File: src/shared/comm_supervision_regs.svh
// constants of the communication supervision block
// What this block does
// The silent-window length is a millisecond setting from 0 up to 60000.
// A full window with no correctly completed transfer raises the communication timeout fault.
// A window setting of zero turns supervision off, and zero is the reset value.
// Reaction code 0 keeps the operating point and code 1, the default, enters the fault state at once.
// Codes 2 and 3 issue disable-voltage or quick-stop and then go to switch-on-disabled.
// Codes 4 and 5 issue disable-operation or quick-stop and enter the error state once the drive rests.
// Codes 2 to 5 act only while the control-source selector equals 1.
// Only the client opens exchanges and the server never originates traffic.
// Connections are accepted on server port 502 only.
// At most one request is outstanding, and the client waits for each response.
// Address assignment is static when the option is 0, the default, and DHCP when it is 1.
// The window timer restarts on every good transfer and on every change of the window setting.
`ifndef COMM_SUPERVISION_REGS_SVH
`define COMM_SUPERVISION_REGS_SVH
`define CLOCK_HZ 40000000
`define MS_PER_S 1000
`define CYCLES_PER_MS (`CLOCK_HZ / `MS_PER_S)
`define WINDOW_MAX_MS 16'hEA60
`define WINDOW_RESET_MS 16'h0000
`define REACTION_RESET 3'h1
`define CONTROL_VIA_STATE_MACHINE 2'h1
`define MODBUS_PORT 16'h01F6
`define ADDR_STATIC 1'b0
`define ADDR_DHCP 1'b1
`endif

File: src/shared/comm_supervision_pkg.sv
// types of the communication supervision block
package comm_supervision_pkg;
  typedef enum logic [2:0]
  {
    react_none = 3'h0,
    react_fault = 3'h1,
    react_stop = 3'h2,
    react_quick_stop = 3'h3,
    react_shutdown_fault = 3'h4,
    react_quick_fault = 3'h5
  } reaction_type;

  typedef enum logic [2:0]
  {
    st_idle = 3'h0,
    st_stopping = 3'h1,
    st_disabled = 3'h3,
    st_fault = 3'h2
  } react_state_type;

  typedef enum logic [1:0]
  {
    cmd_none = 2'h0,
    cmd_disable_voltage = 2'h1,
    cmd_quick_stop = 2'h2,
    cmd_disable_operation = 2'h3
  } drive_cmd_type;
endpackage : comm_supervision_pkg

File: src/ms_tick.sv
// millisecond enable divider
`timescale 1ns/1ps
`include "comm_supervision_regs.svh"
module ms_tick #(
  parameter int unsigned CYCLES = `CYCLES_PER_MS
)
(
  // clock and reset
  input wire logic clock,
  input wire logic rst_n,
  // restart and tick
  input wire logic restart,
  output logic tick
);
  logic [31:0] count_q;
  logic [31:0] count_d;
  logic tick_d;

  always_comb
  begin
    tick_d = 1'b0;
    count_d = count_q + 32'h1;
    if (restart)
    begin
      count_d = 32'h0;
    end
    else if (count_q == CYCLES - 1)
    begin
      count_d = 32'h0;
      tick_d = 1'b1;
    end
  end

  always_ff @(posedge clock or negedge rst_n)
  begin
    if (!rst_n)
    begin
      count_q <= 32'h0;
      tick <= 1'b0;
    end
    else
    begin
      count_q <= count_d;
      tick <= tick_d;
    end
  end
endmodule : ms_tick

File: src/sync2.sv
// two-stage synchroniser for pin levels
`timescale 1ns/1ps
module sync2 #(
  parameter int unsigned WIDTH = 1
)
(
  // clock and reset
  input wire logic clock,
  input wire logic rst_n,
  // data
  input wire logic [WIDTH-1:0] async_in,
  output logic [WIDTH-1:0] sync_out
);
  logic [WIDTH-1:0] meta_q;

  always_ff @(posedge clock or negedge rst_n)
  begin
    if (!rst_n)
    begin
      meta_q <= '0;
      sync_out <= '0;
    end
    else
    begin
      meta_q <= async_in;
      sync_out <= meta_q;
    end
  end
endmodule : sync2

File: src/comm_supervision.sv
// communication timeout watchdog and bus error reaction
`timescale 1ns/1ps
`include "comm_supervision_regs.svh"
module comm_supervision #(
  parameter int unsigned CYCLES_PER_MS = `CYCLES_PER_MS
)
(
  // clock and reset
  input wire logic clock,
  input wire logic rst_n,
  // configuration
  input wire logic [15:0] window_ms,
  input wire logic [2:0] reaction_code,
  input wire logic [1:0] control_source,
  input wire logic addr_option,
  // transfer events from the server
  input wire logic request_valid,
  input wire logic [15:0] request_port,
  input wire logic request_good,
  input wire logic response_done,
  input wire logic bus_error,
  // drive feedback pin
  input wire logic drive_at_rest,
  // fault handling
  input wire logic fault_reset,
  // outputs
  output logic comm_timeout_fault,
  output logic fault_active,
  output logic switch_on_disabled,
  output logic [1:0] drive_cmd,
  output logic request_accept,
  output logic busy,
  output logic dhcp_enable
);
  // ----------------------------------------
  // input capture
  // ----------------------------------------
  logic at_rest_s;
  logic ms_en;
  logic restart;
  logic [15:0] window_q;
  logic [15:0] window_d;
  logic [15:0] window_eff;

  sync2 #(.WIDTH(1)) rest_sync (
    .clock(clock),
    .rst_n(rst_n),
    .async_in(drive_at_rest),
    .sync_out(at_rest_s)
  );

  // ----------------------------------------
  // request acceptance
  // ----------------------------------------
  logic busy_d;
  logic accept_d;
  logic good_xfer;

  always_comb
  begin
    accept_d = 1'b0;
    busy_d = busy;
    // only client requests open an exchange
    if (request_valid && !busy && request_port == `MODBUS_PORT)
    begin
      accept_d = 1'b1;
      busy_d = 1'b1;
    end
    else if (busy && response_done)
    begin
      busy_d = 1'b0;
    end
  end

  assign good_xfer = busy && response_done && request_good;

  // ----------------------------------------
  // supervision window
  // ----------------------------------------
  logic [15:0] ms_count_q;
  logic [15:0] ms_count_d;
  logic timeout_d;

  assign window_eff = (window_ms > `WINDOW_MAX_MS) ? `WINDOW_MAX_MS : window_ms;
  assign restart = good_xfer || (window_eff != window_q);

  ms_tick #(.CYCLES(CYCLES_PER_MS)) ms_div (
    .clock(clock),
    .rst_n(rst_n),
    .restart(restart),
    .tick(ms_en)
  );

  always_comb
  begin
    window_d = window_eff;
    ms_count_d = ms_count_q;
    timeout_d = 1'b0;
    if (window_q == `WINDOW_RESET_MS)
    begin
      ms_count_d = 16'h0;
    end
    else if (restart)
    begin
      ms_count_d = 16'h0;
    end
    else if (ms_en)
    begin
      if (ms_count_q + 16'h1 >= window_q)
      begin
        ms_count_d = 16'h0;
        timeout_d = 1'b1;
      end
      else
      begin
        ms_count_d = ms_count_q + 16'h1;
      end
    end
  end

  // ----------------------------------------
  // fault reaction
  // ----------------------------------------
  comm_supervision_pkg::react_state_type state_q;
  comm_supervision_pkg::react_state_type state_d;
  comm_supervision_pkg::drive_cmd_type cmd_d;
  logic timeout_flag_d;
  logic event_hit;
  logic via_sm;

  assign event_hit = timeout_d || bus_error;
  assign via_sm = control_source == `CONTROL_VIA_STATE_MACHINE;

  always_comb
  begin
    state_d = state_q;
    cmd_d = comm_supervision_pkg::drive_cmd_type'(drive_cmd);
    timeout_flag_d = comm_timeout_fault;
    if (fault_reset)
    begin
      timeout_flag_d = 1'b0;
    end
    if (timeout_d)
    begin
      timeout_flag_d = 1'b1;
    end
    unique case (state_q)
      comm_supervision_pkg::st_idle:
      begin
        cmd_d = comm_supervision_pkg::cmd_none;
        if (event_hit)
        begin
          unique case (comm_supervision_pkg::reaction_type'(reaction_code))
            comm_supervision_pkg::react_none:
            begin
              state_d = comm_supervision_pkg::st_idle;
            end
            comm_supervision_pkg::react_fault:
            begin
              state_d = comm_supervision_pkg::st_fault;
            end
            comm_supervision_pkg::react_stop:
            begin
              if (via_sm)
              begin
                cmd_d = comm_supervision_pkg::cmd_disable_voltage;
                state_d = comm_supervision_pkg::st_disabled;
              end
            end
            comm_supervision_pkg::react_quick_stop:
            begin
              if (via_sm)
              begin
                cmd_d = comm_supervision_pkg::cmd_quick_stop;
                state_d = comm_supervision_pkg::st_disabled;
              end
            end
            comm_supervision_pkg::react_shutdown_fault:
            begin
              if (via_sm)
              begin
                cmd_d = comm_supervision_pkg::cmd_disable_operation;
                state_d = comm_supervision_pkg::st_stopping;
              end
            end
            comm_supervision_pkg::react_quick_fault:
            begin
              if (via_sm)
              begin
                cmd_d = comm_supervision_pkg::cmd_quick_stop;
                state_d = comm_supervision_pkg::st_stopping;
              end
            end
            default:
            begin
              state_d = comm_supervision_pkg::st_idle;
            end
          endcase
        end
      end
      comm_supervision_pkg::st_stopping:
      begin
        if (at_rest_s)
        begin
          state_d = comm_supervision_pkg::st_fault;
        end
      end
      comm_supervision_pkg::st_disabled:
      begin
        if (fault_reset)
        begin
          state_d = comm_supervision_pkg::st_idle;
          cmd_d = comm_supervision_pkg::cmd_none;
        end
      end
      comm_supervision_pkg::st_fault:
      begin
        if (fault_reset)
        begin
          state_d = comm_supervision_pkg::st_idle;
          cmd_d = comm_supervision_pkg::cmd_none;
        end
      end
      default:
      begin
        state_d = comm_supervision_pkg::st_idle;
      end
    endcase
  end

  // ----------------------------------------
  // registers
  // ----------------------------------------
  always_ff @(posedge clock or negedge rst_n)
  begin
    if (!rst_n)
    begin
      window_q <= `WINDOW_RESET_MS;
      ms_count_q <= 16'h0;
      state_q <= comm_supervision_pkg::st_idle;
      drive_cmd <= 2'h0;
      comm_timeout_fault <= 1'b0;
      fault_active <= 1'b0;
      switch_on_disabled <= 1'b0;
      request_accept <= 1'b0;
      busy <= 1'b0;
      dhcp_enable <= `ADDR_STATIC;
    end
    else
    begin
      window_q <= window_d;
      ms_count_q <= ms_count_d;
      state_q <= state_d;
      drive_cmd <= cmd_d;
      comm_timeout_fault <= timeout_flag_d;
      fault_active <= state_d == comm_supervision_pkg::st_fault;
      switch_on_disabled <= state_d == comm_supervision_pkg::st_disabled;
      request_accept <= accept_d;
      busy <= busy_d;
      dhcp_enable <= addr_option == `ADDR_DHCP;
    end
  end
endmodule : comm_supervision

File: config.mk
export PLATFORM = sky130hd
export DESIGN_NAME = comm_supervision
export DESIGN_NICKNAME = d
export VERILOG_FILES = /design/src/shared/comm_supervision_pkg.sv /design/src/ms_tick.sv /design/src/sync2.sv /design/src/comm_supervision.sv
export VERILOG_INCLUDE_DIRS = /design/src /design/src/shared
export SDC_FILE = /design/constraint.sdc
export NUM_CORES = 1
export LEC_CHECK = 0
export BUFFER_PORTS_ARGS = -buffer_cell sky130_fd_sc_hd__buf_2
export CORE_ASPECT_RATIO = 2
export CORE_UTILIZATION = 58
export CTS_CLUSTER_SIZE = 12
export DETAILED_ROUTE_END_ITERATION = 12
export GPL_TIMING_DRIVEN = 1
export PLACE_DENSITY = 0.91
export SYNTH_ARGS = -nofsm -noshare
export SYNTH_HDL_FRONTEND = slang
export SYNTH_SLANG_ARGS = --single-unit
File: constraint.sdc
create_clock -name clock -period 4.1 [get_ports clock]
set_input_delay 0.82 -clock clock [delete_from_list [all_inputs] [get_ports clock]]
set_output_delay 0.82 -clock clock [all_outputs]
set_load 0.05 [all_outputs]
# Yosys cells after proc, flatten, opt, wreduce, memory -nomap -nowiden
# Index checks and enable logic that the tools add are counted.
# word_totals
regBits,78
out_inout_bits,8
input_bits,46
word_cells,83
# classes
muxes,32
add_sub_neg,2
order_cmp,2
n_eq_ne,15
n_reduce_logical,18
# ops
cell,n
16-bit two-way mux,5
32-bit two-way mux,2
32-bit by 1-bit adder with 32-bit output (second input constant),1
32-bit by 16-bit == test with 1-bit output (second input constant),1
3-bit by 2-bit == test with 1-bit output (second input constant),6
3-bit case mux with 3 select lines,2
16-bit by 1-bit adder with 16-bit output (second input constant),1
16-bit by 9-bit == test with 1-bit output (second input constant),1
16-bit greater-or-equal comparator,1
16-bit > comparator (second input constant),1
16-bit logical NOT,1
16-bit != test,1
3-bit two-way mux,5
1-bit two-way mux,12
2-bit two-way mux,4
2-bit OR reduction,4
3-bit by 1-bit == test with 1-bit output (second input constant),2
3-bit == test (second input constant),2
2-bit case mux with 3 select lines,1
2-bit nonzero test,3
1-bit logical AND,4
2-bit case mux with 2 select lines,1
3-bit logical NOT,1
3-bit nonzero test,1
other kinds (5),6

# Depth between registers and ports, before layout
# logic_depth
depth_word,10
depth_mapped,16
depth_no_buf,15

# Modules after synthesis
# A second synthesis with hierarchy kept.
# unflattened
hier_cells,513
area_unflattened_um2,4640.7
# modules_own_cells
module,area_each_um2,cells_each,seq_area_each_um2,instances
comm_supervision,2808.9,319,1076.0,1
ms_tick,1781.7,192,825.8,1
sync2,50.0,2,50.0,1

# Worst setup path before layout
# No wires, ideal clock.
# synth_timing
path_type,register to register
from,reg ms_count_q[0]
to,reg ms_count_q[9]
t_arrival_ps,3184
stages_incl_launch_ff,16
required_ps,4023
slack_ps,839
path_cell_list,dfrtp_1 nand3_1 nor4_1 and3_1 and3_1 nand3_1 xnor2_1 ha_1 nand2_1 nor2_1 a211oi_1 o21ai_0 nor2_1 clkbuf_1 nand3_1 a21oi_1
# synth_via
elab_chain_cells,6
# synth_rtl
item,line,text
start: declaration,comm_supervision.sv:80,logic [15:0] ms_count_q;
start signal: assignment,comm_supervision.sv:252,ms_count_q <= ms_count_d;
16-bit by 1-bit adder with 16-bit output *,"comm_supervision.sv:109, comm_supervision.sv:116",
16-bit greater-or-equal comparator,comm_supervision.sv:109,if (ms_count_q + 16'h1 >= window_q)
16-bit two-way mux *,comm_supervision.sv:109,
16-bit two-way mux *,comm_supervision.sv:107,else if (ms_en)
16-bit two-way mux *,comm_supervision.sv:103,else if (restart)
16-bit two-way mux *,comm_supervision.sv:99,if (window_q == `WINDOW_RESET_MS)
# Mark *: on every way between the ends. The rest lies on a longest branch, timed or not. The select of a mux whose other input is x is not followed.
# A chain may end at the register's enable or synchronous reset.

# Final worst setup path
# layout_timing
from,reg ms_count_q[0]
to,reg ms_count_q[10]
# Same word-level chain as after synthesis.

==> results.md <==
Run status:
- The run finished with clean final reports.

Drt:
- The count of nets left with antenna violations once routing finished came out at 0.
- The detail-routed net length per standard cell is 17.73 um.
- The routed layout has 3743 vias.
- After the first detailed-routing iteration, the DRC count stood at 268.
- The average vias per placed instance is 6.008.
- The routed design has 11050 um of wire.
- Before antenna repair, the detailed router went through 4 iterations.
- The total DRC errors in the routed layout is 0.

Floorplanning:
- The die area is 7905 um2.
- The starting utilization of the core area is 0.6012.
- The core region is 7267 um2.
- The overall die height is 124.7 um.
- The total I/O pin count is 54.
- After floorplanning, the core was divided into 44 placement rows.
- The die span in x is 63.37 um.

Min path:
- The class of the worst hold path is reg2reg.
- The worst hold path cell count is 0.
- The start point of the worst min-delay path is rest_sync.meta_q.

Timing:
- The smallest clock period supported by the final layout is computed as 3.719 ns.
- The clock arrives with 0.008267 ns of skew.
- The worst-margin pin slew is 1.025 ns.
- The final count of hold timing violations is 0.
- The peak clock frequency supported by timing is 0.2689 GHz.
- Setup repair after global routing left no endpoint under its margin.
- Headroom to the max-slew limit came out at 0.3164.
- The worst hold slack is 0.3560 ns.
- Dividing the final minimum period by the clock period gives 0.9071.
- Setup violations remaining at the end of the flow were counted as 0.
- Adding up every negative setup slack in the final design gives 0 ns.
- The total count of max-transition violations in the final report is 0.

Layout:
- Measured on the finished design, the core utilization comes to 0.6956.
- The post-synthesis to final-layout area growth is 15.69%.
- The cell area after layout is 5055 um2.
- Leaving out fill and tap cells, the most frequent cells in the layout are dfrtp_1 (78), nor2_1 (57), buf_2 (52).
- The most frequent standard cell in the layout excluding fill and tap cells is dfrtp_1.
- The number of nets in the layout is 589.
- In the final layout, the share of cells above drive strength 1 is 0.1434.

Worst setup path:
- The endpoint arrival time on the critical path is 3.97 ns.
- The critical path starts at ms_count_q[0].
- The startpoint of the most critical register-to-register path is ms_count_q[0].
- The cell count of the worst reg-to-reg path is 17.
- STA classifies the critical path startpoint as a flip-flop.
- The kind of critical path is reg2reg.
- The element type at the critical path end is a flip-flop.
- The required arrival time at the worst endpoint is 4.35 ns.
- The maximum fanout encountered on the critical timing path is 11.

Power and ir drop:
- Of the total power, combinational logic draws 0.067.
- The relative contribution of the clock network to total power is 0.487.
- Summed over all nets, the switching power comes to 408.5 uW.
- The sequential share of power is 0.446.
- Power spread over the standard cell area amounts to 353.9 nW/um2.
- The cell internal power dissipation is 1.380 mW.
- The worst IR drop on VDD is 0.2833 mV.
- The leakage power of the design is 2.263 nW.
- Of the total power, the share spent switching nets is 0.2284.

Placed design:
- Routability-driven placement finished with a final weighted congestion of 0.9281.
- In this run the tool buffered the top-level ports with 53 buffer cells.
- The placed cell area is 4722 um2.
- Detailed placement ended at an HPWL of 7962 um.

Clock tree:
- Clock latency on the worst-skew pair, taken at its later pin, is 0.34 ns.
- The cell sitting at the root of the clock tree is a clkbuf_16.
- TritonCTS built the clock tree.
- The number of clock sinks seen by CTS is 78.
- The CTS H-tree depth is 3.
- The clock passes through at most 2 buffers.
- The TritonCTS buffer count is 9.
- After clock tree synthesis, the clock-pin slew on the worst setup and hold paths is 0.06 ns.

GRT:
- In the global route stage, overall resource usage came out at 0.3046.
- The initial antenna violation count came to 1.
- The first global-routing pass estimated 18610 um of wire.
- The pin count of the biggest net entering global routing is 79.
- The total overflow left after global routing is 0.
- The via count of the first global-routing pass is 4136.

Synthesis:
- The number of enable-type register cells in the synthesized netlist is 0.
- The count of warnings emitted by yosys is 0.
- Synthesis inferred 78 register bits.
- The count of distinct cell types in the synthesized netlist is 53.
- The synthesized netlist net count is 535.
- The synthesized area divided by synthesized cell count is 9.276 um2.
- The synthesized netlist occupies a cell area of 4369 um2.
- After synthesis, the share of flip-flops with an asynchronous set or reset is 1.000.
- Among all flip-flop cells after synthesis, the most frequent one is dfrtp_1.
- The share of synthesized area occupied by flip-flops and latches is 0.4467.
- The synthesized instance count is 471.

Job:
- The tool flagged a number of max-cap violations equal to 0.
[sequential cells by signal, summed over array words and instances, names as in the netlist]
name,count
rest_sync.sync_out,1
comm_timeout_fault,1
state_q,3
window_q,16
request_accept,1
drive_cmd,2
ms_count_q,16
switch_on_disabled,1
ms_div.tick,1
busy,1
dhcp_enable,1
ms_div.count_q,32
rest_sync.meta_q,1
fault_active,1
[logic make-up (layout without fill, tap and decap cells)]
| group | after synthesis | count (layout) | synth area share |
|---|---|---|---|
| compound gates | 70 | 70 | 0.1065 |
| xor+xnor | 53 | 53 | 0.1062 |
| fa+ha+maj | 18 | 18 | 0.05155 |
| buf+inv | 41 | 100 | 0.03694 |
| flops | 78 | 78 | 0.4467 |
| mux | 2 | 2 | 0.004582 |
| other cells | 1 | 2 | 0.0008583 |
| simple gates | 208 | 208 | 0.2466 |
[synth_stat cells (all sizes together) (14+ instances only)]
library cell	number	area [um2]
a21oi	20	100.1
nor4	14	102.6
inv	27	101.4
xnor2	22	192.7
o21ai	16	80.08
ha	18	225.2
nand2	33	123.9
xor2	31	271.5
nand3	28	140.1
dfrtp	78	1952
nor2	57	214.0
and3	15	93.84
[cell type report]
cell class	instances	area (um2)
inverters	27	101.3
clock inverters	5	82.58
diodes	1	2.502
flip-flops and latches	78	1952
fillers	535	2212
well taps	92	115.1
multi-input cells	352	2261
clock buffers	11	242.7
repair buffers	57	297.8
[power by group through the flow]
stage,Sequential (mW),Combinational (mW),Clock [mW]
floorplan,0.812,0.0532,0
global placement,0.811,0.113,0
detailed placement,0.812,0.118,0
CTS,0.798,0.120,0.884
global route,0.799,0.132,0.913
finish,0.799,0.120,0.870
[layer usage]
layer,track usage,part of all wire,up-vias
li1,-,-,1747
met1,0.2943,0.34,1827
met2,0.5569,0.57,118
met3,0.06044,0.037,51
met4,0.2032,0.053,0
met5,0,0,-
[worst max-delay path, stage by stage (launching register included)]
cell and delay (ns):
dfrtp_1 0.41, ha_1 0.25, and3_1 0.28, nand3_1 0.18
nor3_2 0.28, and3_1 0.27, nand3_1 0.11, xnor2_1 0.22
ha_1 0.29, nand2_1 0.07, nor2_1 0.04, a211oi_1 0.26
o21ai_0 0.15, buf_4 0.19, nor2_1 0.14, buf_4 0.22
nand3b_1 0.09, a21oi_1 0.17
[worst paths after layout]
kind	to	slack [ns]
setup / recovery	ms_count_q[10]	0.38
hold / removal	rest_sync.sync_out	0.36
min in group asynchronous	drive_cmd[0]	0.62
max in group asynchronous	ms_div.count_q[2]	2.83
hold reg to reg	rest_sync.sync_out	0.36
setup reg to reg	ms_count_q[10]	0.38
[per-stage QoR]
step                worst slack [ns]  total power [mW]  cells
floorplan                     0.8386            0.8652    471
global placement              0.6274            0.9247    606
detailed placement            0.3806            0.9302    606
CTS                           0.2953             1.802    622
global route                 0.03419             1.845    622
finish                        0.3809             1.789    623
[what timing repair did]
action	in CTS	in global routing
buffers inserted	0	0
endpoints found under the hold margin	0	0
gates resized for setup	0	1
setup endpoints to repair	0	14
hold buffers	0	0
Note: power is estimated with default switching activity, not from simulation.
